===== src/evl_pkg.sv =====
// package for the code store verify and lock logic
package evl_pkg;
  localparam int unsigned ADDR_W      = 14;
  localparam int unsigned DATA_W      = 8;
  localparam int unsigned CODE_DEPTH  = 64;
  localparam int unsigned ENC_DEPTH   = 64;
  localparam int unsigned ENC_IDX_W   = 6;
  localparam int unsigned CODE_IDX_W  = 6;
  localparam logic [7:0]  ERASED_BYTE = 8'hff;
  localparam logic [7:0]  SIG_ADDR_0  = 8'h30;
  localparam logic [7:0]  SIG_ADDR_1  = 8'h31;
  localparam logic [7:0]  SIG_ADDR_2  = 8'h60;
  // arbitrary neutral identity values
  localparam logic [7:0]  SIG_VAL_0   = 8'ha5;
  localparam logic [7:0]  SIG_VAL_1   = 8'h5a;
  localparam logic [7:0]  SIG_VAL_2   = 8'h3c;
  localparam int unsigned PULSES_CODE = 5;
  localparam int unsigned PULSES_LOCK = 25;
  localparam int unsigned PULSE_CNT_W = 5;

  // pin field positions on ports 2, 3
  localparam int unsigned P2_ADDR_HI  = 5;
  localparam int unsigned P2_CTL_A    = 6;
  localparam int unsigned P2_CTL_B    = 7;
  localparam int unsigned P3_ADDR_LO  = 4;
  localparam int unsigned P3_ADDR_HI  = 5;
  localparam int unsigned P3_CTL_C    = 3;
  localparam int unsigned P3_CTL_D    = 6;
  localparam int unsigned P3_CTL_E    = 7;

  typedef enum logic [2:0] {
    EVL_OP_NONE      = 3'h0,
    EVL_OP_PROGRAM_STROBE_CODE = 3'h1,
    EVL_OP_VERIFY    = 3'h2,
    EVL_OP_PROGRAM_STROBE_ENC  = 3'h3,
    EVL_OP_LOCK1     = 3'h4,
    EVL_OP_LOCK2     = 3'h5,
    EVL_OP_LOCK3     = 3'h6,
    EVL_OP_SIG       = 3'h7
  } evl_op_type;

  typedef struct packed {
    logic [7:0] p1;
    logic [7:0] p2;
    logic [7:0] p3;
    logic [7:0] p0;
    logic       rst;
    logic       store_rd_n;
    logic       strobe_n;
    logic       ea_high;
    logic       vpp_high;
  } evl_pins_type;

  typedef struct packed {
    logic lock_bit_first;
    logic lock_bit_second;
    logic lock_bit_third;
  } evl_lock_type;
endpackage : evl_pkg


===== src/evl_mode_decode.sv =====
// decoder of programming mode from control pins
`timescale 1ns/1ps
`default_nettype none
module evl_mode_decode
  import evl_pkg::*;
(
  input  wire evl_pkg::evl_pins_type pins_i,
  output var  evl_pkg::evl_op_type   op_o,
  output logic [ADDR_W-1:0]          addr_o
);
  logic [4:0] ctl;
  always_comb begin
    // address order P1, P2[5:0], P3[5:4]
    // 16 lines meet a 14-bit address: keep the low bits on purpose
    addr_o = ADDR_W'({pins_i.p3[P3_ADDR_HI:P3_ADDR_LO],
                      pins_i.p2[P2_ADDR_HI:0], pins_i.p1});
    ctl = {pins_i.p2[P2_CTL_A], pins_i.p2[P2_CTL_B], pins_i.p3[P3_CTL_C],
           pins_i.p3[P3_CTL_D], pins_i.p3[P3_CTL_E]};
    op_o = EVL_OP_NONE;
    if (pins_i.rst && !pins_i.store_rd_n) begin
      case (ctl)
        5'h0f: op_o = pins_i.vpp_high ? EVL_OP_PROGRAM_STROBE_CODE : EVL_OP_NONE;
        5'h03: op_o = EVL_OP_VERIFY;
        5'h0d: op_o = pins_i.vpp_high ? EVL_OP_PROGRAM_STROBE_ENC : EVL_OP_NONE;
        5'h1f: op_o = pins_i.vpp_high ? EVL_OP_LOCK1 : EVL_OP_NONE;
        5'h1c: op_o = pins_i.vpp_high ? EVL_OP_LOCK2 : EVL_OP_NONE;
        5'h16: op_o = pins_i.vpp_high ? EVL_OP_LOCK3 : EVL_OP_NONE;
        5'h00: op_o = EVL_OP_SIG;
        default: op_o = EVL_OP_NONE;
      endcase
    end
  end
endmodule // evl_mode_decode
`default_nettype wire


===== src/evl_core.sv =====
// code store with encryption table, signature and lock levels
`timescale 1ns/1ps
`default_nettype none
module evl_core
  import evl_pkg::*;
#(
  parameter int unsigned CODE_WORDS = CODE_DEPTH
) (
  input  wire logic                  clk_i,
  input  wire logic                  resetn_i,
  input  wire evl_pkg::evl_pins_type pins_i,
  input  wire logic                  erase_i,
  input  wire logic                  core_rst_i,
  input  wire logic                  ext_table_read_i,
  output logic [DATA_W-1:0]          p0_o,
  output logic                       p0_oe_n_o,
  output logic                       ea_latched_o,
  output logic                       table_read_block_o,
  output logic                       ext_exec_block_o,
  output var  evl_pkg::evl_lock_type lock_o
);
  import evl_pkg::*;

  evl_pins_type      s1_reg, s2_reg;
  evl_op_type        op;
  logic [ADDR_W-1:0] addr;

  // two-stage synchroniser for the programmer pins
  always_ff @(posedge clk_i or negedge resetn_i) begin
    if (!resetn_i) begin
      s1_reg <= '0;
      s2_reg <= '0;
    end else begin
      s1_reg <= pins_i;
      s2_reg <= s1_reg;
    end
  end

  evl_mode_decode u_dec (
    .pins_i (s2_reg),
    .op_o   (op),
    .addr_o (addr)
  );

  logic [DATA_W-1:0] code_reg [CODE_WORDS];
  logic [DATA_W-1:0] code_next[CODE_WORDS];
  logic [DATA_W-1:0] enc_reg  [ENC_DEPTH];
  logic [DATA_W-1:0] enc_next [ENC_DEPTH];
  evl_lock_type      lock_reg, lock_next;
  logic              strb_d_reg, strb_d_next;
  logic [PULSE_CNT_W-1:0] cnt_reg, cnt_next;
  logic [DATA_W-1:0] p0_reg, p0_next;
  logic              oe_n_reg, oe_n_next;
  logic              ea_reg, ea_next, rst_d_reg, rst_d_next;

  logic [CODE_IDX_W-1:0] cidx;
  logic [ENC_IDX_W-1:0]  eidx;
  logic                  program_strobe_lock, verify_lock, fall, lock_op;
  logic [PULSE_CNT_W-1:0] need;

  always_comb begin
    cidx = addr[CODE_IDX_W-1:0];
    eidx = addr[ENC_IDX_W-1:0];
    program_strobe_lock = lock_reg.lock_bit_first;
    verify_lock = lock_reg.lock_bit_first && lock_reg.lock_bit_second;
    fall = strb_d_reg && !s2_reg.strobe_n;
    lock_op = (op == EVL_OP_PROGRAM_STROBE_ENC) || (op == EVL_OP_LOCK1) ||
              (op == EVL_OP_LOCK2) || (op == EVL_OP_LOCK3);
    need = lock_op ? PULSE_CNT_W'(PULSES_LOCK) : PULSE_CNT_W'(PULSES_CODE);
    code_next = code_reg;
    enc_next = enc_reg;
    lock_next = lock_reg;
    strb_d_next = s2_reg.strobe_n;
    cnt_next = cnt_reg;
    p0_next = '0;
    oe_n_next = 1'b1;
    rst_d_next = core_rst_i;
    ea_next = ea_reg;
    if (!rst_d_reg && core_rst_i)
      ea_next = s2_reg.ea_high;
    if (op == EVL_OP_NONE || op == EVL_OP_VERIFY || op == EVL_OP_SIG)
      cnt_next = '0;
    else if (fall && cnt_reg != need)
      cnt_next = cnt_reg + PULSE_CNT_W'(1);
    // programming cell: clear bits only, refused once locked
    if (fall && !program_strobe_lock) begin
      case (op)
        EVL_OP_PROGRAM_STROBE_CODE: code_next[cidx] = code_reg[cidx] & s2_reg.p0;
        EVL_OP_PROGRAM_STROBE_ENC:  enc_next[eidx] = enc_reg[eidx] & s2_reg.p0;
        default: ;
      endcase
    end
    // lock bits may be set even when locked, to raise the level
    if (fall) begin
      case (op)
        EVL_OP_LOCK1: lock_next.lock_bit_first = 1'b1;
        EVL_OP_LOCK2: lock_next.lock_bit_second = 1'b1;
        EVL_OP_LOCK3: lock_next.lock_bit_third = 1'b1;
        default: ;
      endcase
    end
    if (op == EVL_OP_VERIFY && !verify_lock) begin
      // xnor is identity against an erased entry
      p0_next = ~(code_reg[cidx] ^ enc_reg[eidx]);
      oe_n_next = 1'b0;
    end else if (op == EVL_OP_SIG) begin
      oe_n_next = 1'b0;
      case (addr[7:0])
        SIG_ADDR_0: p0_next = SIG_VAL_0;
        SIG_ADDR_1: p0_next = SIG_VAL_1;
        SIG_ADDR_2: p0_next = SIG_VAL_2;
        default:    p0_next = ERASED_BYTE;
      endcase
    end
    if (erase_i) begin
      for (int i = 0; i < int'(CODE_WORDS); i++) code_next[i] = ERASED_BYTE;
      for (int i = 0; i < int'(ENC_DEPTH); i++) enc_next[i] = ERASED_BYTE;
      lock_next = '0;
    end
  end

  always_ff @(posedge clk_i or negedge resetn_i) begin
    if (!resetn_i) begin
      for (int i = 0; i < int'(CODE_WORDS); i++) code_reg[i] <= ERASED_BYTE;
      for (int i = 0; i < int'(ENC_DEPTH); i++) enc_reg[i] <= ERASED_BYTE;
      lock_reg   <= '0;
      strb_d_reg <= 1'b1;
      cnt_reg    <= '0;
      p0_reg     <= '0;
      oe_n_reg   <= 1'b1;
      ea_reg     <= 1'b0;
      rst_d_reg  <= 1'b0;
    end else begin
      code_reg   <= code_next;
      enc_reg    <= enc_next;
      lock_reg   <= lock_next;
      strb_d_reg <= strb_d_next;
      cnt_reg    <= cnt_next;
      p0_reg     <= p0_next;
      oe_n_reg   <= oe_n_next;
      ea_reg     <= ea_next;
      rst_d_reg  <= rst_d_next;
    end
  end

  logic tb_reg, xb_reg;
  always_ff @(posedge clk_i or negedge resetn_i) begin
    if (!resetn_i) begin
      tb_reg <= 1'b0;
      xb_reg <= 1'b0;
    end else begin
      tb_reg <= ext_table_read_i && lock_reg.lock_bit_first;
      xb_reg <= lock_reg.lock_bit_first && lock_reg.lock_bit_second &&
                lock_reg.lock_bit_third;
    end
  end

  always_comb begin
    p0_o = p0_reg;
    p0_oe_n_o = oe_n_reg;
    ea_latched_o = ea_reg;
    table_read_block_o = tb_reg;
    ext_exec_block_o = xb_reg;
    lock_o = lock_reg;
  end

  property p_verify_xnor;
    @(posedge clk_i) disable iff (!resetn_i)
      (op == EVL_OP_VERIFY && !verify_lock && !erase_i) |=>
      p0_oe_n_o == 1'b0 &&
      p0_o == ~($past(code_reg[cidx]) ^ $past(enc_reg[eidx]));
  endproperty
  a_verify_xnor: assert property (p_verify_xnor)
    else $error("verify byte is not the xnor");
  property p_verify_blocked;
    @(posedge clk_i) disable iff (!resetn_i)
      (op == EVL_OP_VERIFY && verify_lock) |=> p0_oe_n_o && p0_o == 8'h00;
  endproperty
  a_verify_blocked: assert property (p_verify_blocked)
    else $error("verify answered while locked");
  property p_sig0;
    @(posedge clk_i) disable iff (!resetn_i)
      (op == EVL_OP_SIG && addr[7:0] == SIG_ADDR_0) |=> p0_o == SIG_VAL_0;
  endproperty
  a_sig0: assert property (p_sig0) else $error("bad signature 0");
  property p_program_strobe_refused;
    @(posedge clk_i) disable iff (!resetn_i)
      (program_strobe_lock && !erase_i) |=>
      code_reg[$past(cidx)] == $past(code_reg[cidx]);
  endproperty
  a_program_strobe_refused: assert property (p_program_strobe_refused)
    else $error("code changed while locked");
  property p_erase;
    @(posedge clk_i) disable iff (!resetn_i)
      erase_i |=> lock_reg == '0 && enc_reg[eidx] == ERASED_BYTE;
  endproperty
  a_erase: assert property (p_erase) else $error("erase incomplete");
  property p_exec_block;
    @(posedge clk_i) disable iff (!resetn_i)
      (lock_reg == 3'b111) |=> ext_exec_block_o;
  endproperty
  a_exec_block: assert property (p_exec_block)
    else $error("external execution not blocked");
  property p_unlocked_free;
    @(posedge clk_i) disable iff (!resetn_i)
      (lock_reg == 3'b000) |=> !ext_exec_block_o && !table_read_block_o;
  endproperty
  a_unlocked_free: assert property (p_unlocked_free)
    else $error("protection without lock");
  property p_cnt_cap;
    @(posedge clk_i) disable iff (!resetn_i) cnt_reg <= PULSE_CNT_W'(PULSES_LOCK);
  endproperty
  a_cnt_cap: assert property (p_cnt_cap) else $error("pulse count overflow");
  c_verify: cover property (@(posedge clk_i) op == EVL_OP_VERIFY ##1 !p0_oe_n_o);
  c_sig: cover property (@(posedge clk_i) op == EVL_OP_SIG);
  c_lock3: cover property (@(posedge clk_i) lock_reg == 3'b111);
endmodule // evl_core
`default_nettype wire


===== config.mk =====
export PLATFORM = sky130hd
export DESIGN_NAME = evl_core
export DESIGN_NICKNAME = d
export VERILOG_FILES = /design/src/evl_pkg.sv /design/src/evl_mode_decode.sv /design/src/evl_core.sv
export SDC_FILE = /design/constraint.sdc
export NUM_CORES = 2
export LEC_CHECK = 0
export ABC_AREA = 1
export BUFFER_PORTS_ARGS = -buffer_cell sky130_fd_sc_hd__buf_2
export CAP_MARGIN = 30
export CORE_UTILIZATION = 25
export DETAILED_ROUTE_END_ITERATION = 6
export PLACE_DENSITY_LB_ADDON = 0.3
export SLEW_MARGIN = 5
export SYNTH_ARGS = -nofsm -noshare
export SYNTH_HDL_FRONTEND = slang
export SYNTH_SLANG_ARGS = --single-unit
export TNS_END_PERCENT = 1

===== constraint.sdc =====
create_clock -name clk_i -period 2.15 [get_ports clk_i]
set_input_delay 0.215 -clock clk_i [delete_from_list [all_inputs] [get_ports clk_i]]
set_output_delay 0.215 -clock clk_i [all_outputs]
set_load 0.01 [all_outputs]

==> results.py <==
metrics = {
    "sta": {
        "fin_crit_ps": 2879,
        "drv_slew": 0,
        "relSlewSlack_pct": 60.38,
        "hold_ws_ps": 53.61,
        "fmax_mhz": 347.3,
        "setup_violations": 1032,
        "rsz0062_at_grt": "yes",
        "hold_viol_final": 0,
        "worst_slack_ps": -729.5,
        "worst_slew_pin_slew_ps": 594.3,
        "worst_clock_skew_ps": 56.31,
        "fin_crit_sh_pct": 133.9,
    },
    "synthesis": {
        "syn_avg_cell_area_um2": 7.162,
        "synth_edf_count": 0,
        "synth_warnings": 0,
        "synth.most_common_cell": "nand2_1",
        "async_reset_ff_share_pct": 100.0,
        "synth_top_area_share_pct": 47.33,
        "yosys-top-cells-area": "dfstp_2, nand2_1, inv_1",
        "syn-cell-area_mm2": 0.05696,
        "synth_common_cells": "nand2_1, dfstp_2, inv_1",
        "synth.net_count": 7995,
        "synth_area_leader_cell": "dfstp_2",
        "yosysUniqueCellTypes": 30,
        "postSynthCellCount": 7953,
        "yosysSeqAreaShare_pct": 50.27,
        "synthFlopType": "dfstp_2",
        "ys_seq_elements": 1093,
    },
    "routing": {
        "drc": 0,
        "routedWlPerCell_um": 19.55,
        "firstDrtPassIters": 6,
        "via_per_inst": 4.585,
        "drtIter0Drc": 5570,
        "routed_wl_mm": 227.2,
        "drtAntennaViolNets": 0,
        "num_vias": 53288,
    },
    "placement": {
        "placed_area_mm2": 0.06518,
        "dp.cells": 11208,
        "gp_congestion": 0.9066,
        "dpl.hpwl_mm": 140.4,
        "portBuffers": 45,
    },
    "clocking": {
        "clk_latency_ps": 820,
        "cts.sinks": 1093,
        "cts_buffers": 131,
        "cts_root_buf": "clkbuf_16",
        "clk_path_buf_depth": 3,
        "cts_tree": "done",
        "path_clk_slew_ps": 60,
        "htreeDepth": 4,
    },
    "hold_path": {
        "holdCritStartpoint": "pins_i[27]",
        "holdPathStages": 2,
        "holdPathEnd": "s1_reg[27]$_DFF_PN0_",
        "hp-class": "input pin to flop",
    },
    "die": {
        "die_x_um": 479.3,
        "io_pins": 57,
        "rows": 174,
        "dieArea_mm2": 0.2297,
        "floorplan.die.height_um": 479.3,
        "fp.coreArea_mm2": 0.2255,
        "start_util_pct": 25.25,
    },
    "flow_run": {
        "maxCapViolations": 0,
    },
    "grt": {
        "grt.overflow.total": 0,
        "grt_util_met1_pct": 24.56,
        "met2_usage_pct": 27.71,
        "grt_max_degree": 104,
        "grt_usage_pct": 17.72,
        "grt_pass1_vias": 50288,
        "grt.busiest_layer": "met2",
        "antenna_found_initial": 8,
        "met3_usage_pct": 2.494,
        "grt_pass1_wl_mm": 314.1,
    },
    "setup_path": {
        "critPathKind": "flop to flop",
        "reg2regPathDepth": 19,
        "cpMostUsedCell": "buf_12",
        "worstPathCellList": "buf_12 > clkinv_16 > nor2_4 > buf_6 > buf_12 > buf_12 > clkbuf_16 > nand2_2 > nand3_2 > nand3_1 > nand2_2 > nand2_2 > nand2_4 > o21ai_4 > buf_12 > nand2_8 > clkbuf_16 > nand2_1 > nand2_1",
        "path_max_fanout": 8,
        "critPathSlowestCell": "dfrtp_4",
        "r2r-end": "enc_reg[96]$_DFFE_PN1P_",
        "crit_start": "s2_reg[29]$_DFF_PN0_",
        "timing.reg2reg.setup_slack_ps": -730,
        "worst_setup_path_end_kind": "flop",
        "cp.arrival_ps": 3620,
        "cpPeakStageDelay_ps": 470,
        "required_ps": 2890,
        "timing.rr.start": "s2_reg[29]$_DFF_PN0_",
        "start_kind": "flop",
    },
    "layout": {
        "seq_area_mm2": 0.02865,
        "syn_to_final_growth_pct": 30.50,
        "layout.nets": 8565,
        "final_cells": 11621,
        "drive_above_1_share_pct": 28.53,
        "final_core_util_pct": 32.96,
        "fin_area_mm2": 0.07433,
        "diodes": 0,
        "multi_input_area_mm2": 0.02504,
        "n_fill_cell": 23882,
    },
    "power_and_ir_drop": {
        "powerDensity_mw_per_mm2": 827.1,
        "p_leak_nw": 38.03,
        "ir_drop_mv": 0.7771,
    },
    "outcome": {
        "violations": "negative setup slack",
        "outcome": "complete, but fails checks",
    },
}
## critical path, delay by kind of cell, from the launching register on
| family | cells | cell delay [ps] |
|---|---|---|
| flip-flops | 1 | 470 |
| buffers and inverters | 8 | 1250 |
| AO/OA/AOI/OAI | 1 | 80 |
| AND/OR/NAND/NOR | 10 | 1000 |
## kinds of logic after synthesis
family / count (synthesis) / share of synthesized area, %
buffers and inverters: 1084 / 8.102
AO/OA/AOI/OAI: 231 / 3.600
flip-flops: 1093 / 50.27
AND/OR/NAND/NOR: 5545 / 38.02
## final cells by class
| cell class | count | share of cell area, % |
|---|---|---|
| sequential | 1093 | 38.54 |
| multi-input combinational | 5780 | 33.69 |
| timing repair buffer | 773 | 12.66 |
| clock buffer | 192 | 5.195 |
| tap | 2992 | 5.036 |
| inverter | 743 | 3.826 |
| clock inverter | 47 | 1.027 |
| timing repair inverter | 1 | 0.02188 |
## per-layer routing
layer  wire (µm)  vias to the layer above
met5          27                        -
met4        8959                        4
li1            -                    25017
met1       99470                    25873
met2      102900                     1988
met3       15930                      406
## where the power goes
part           total [mW]  switching [mW]  leakage, nW  internal (mW)
Combinational        11.8            7.53         24.2           4.28
Clock                23.9            9.70         2.26           14.2
Sequential           25.8            1.29         11.6           24.5
## timing repair
action / in CTS / in global routing
cloned: 8 / 87
setup endpoints to repair: 1032 / 1032
pin swaps: 16 / 86
resized for setup: 129 / 318
setup buffers: 4 / 34
hold buffers: 43 / 0
hold endpoints to repair: 128 / 0
## worst max path at each step
stage | to
floorplan | code_reg[463]$_DFFE_PN1P_
global placement | code_reg[133]$_DFFE_PN1P_
detailed placement | code_reg[277]$_DFFE_PN1P_
CTS | code_reg[210]$_DFFE_PN1P_
global route | enc_reg[96]$_DFFE_PN1P_
finish | enc_reg[96]$_DFFE_PN1P_
## layout by cell type (no fill, tap or decap), types with 44 or more instances in the layout
master        n
dfstp_2    1026
clkbuf_16   199
buf_2        44
inv_2        55
nand2_2     167
nor2_1      191
buf_12      141
buf_4       407
o21ai_2      46
a21oi_1      67
o21ai_4      72
inv_1       682
nand3_1     432
nand2_1    4570
dfrtp_1      63
## metrics by stage
step / power, mW / TNS [ps] / setup WS, ps
floorplan: 31.39 / -555.1 / -8.294
global route: 64.02 / -705660 / -784.5
detailed placement: 35.94 / -639030 / -792.7
global placement: 35.80 / -621360 / -784.2
CTS: 60.39 / -538720 / -649.5
finish: 61.48 / -616680 / -729.5
No activity file was read; power rests on OpenSTA's default activity.
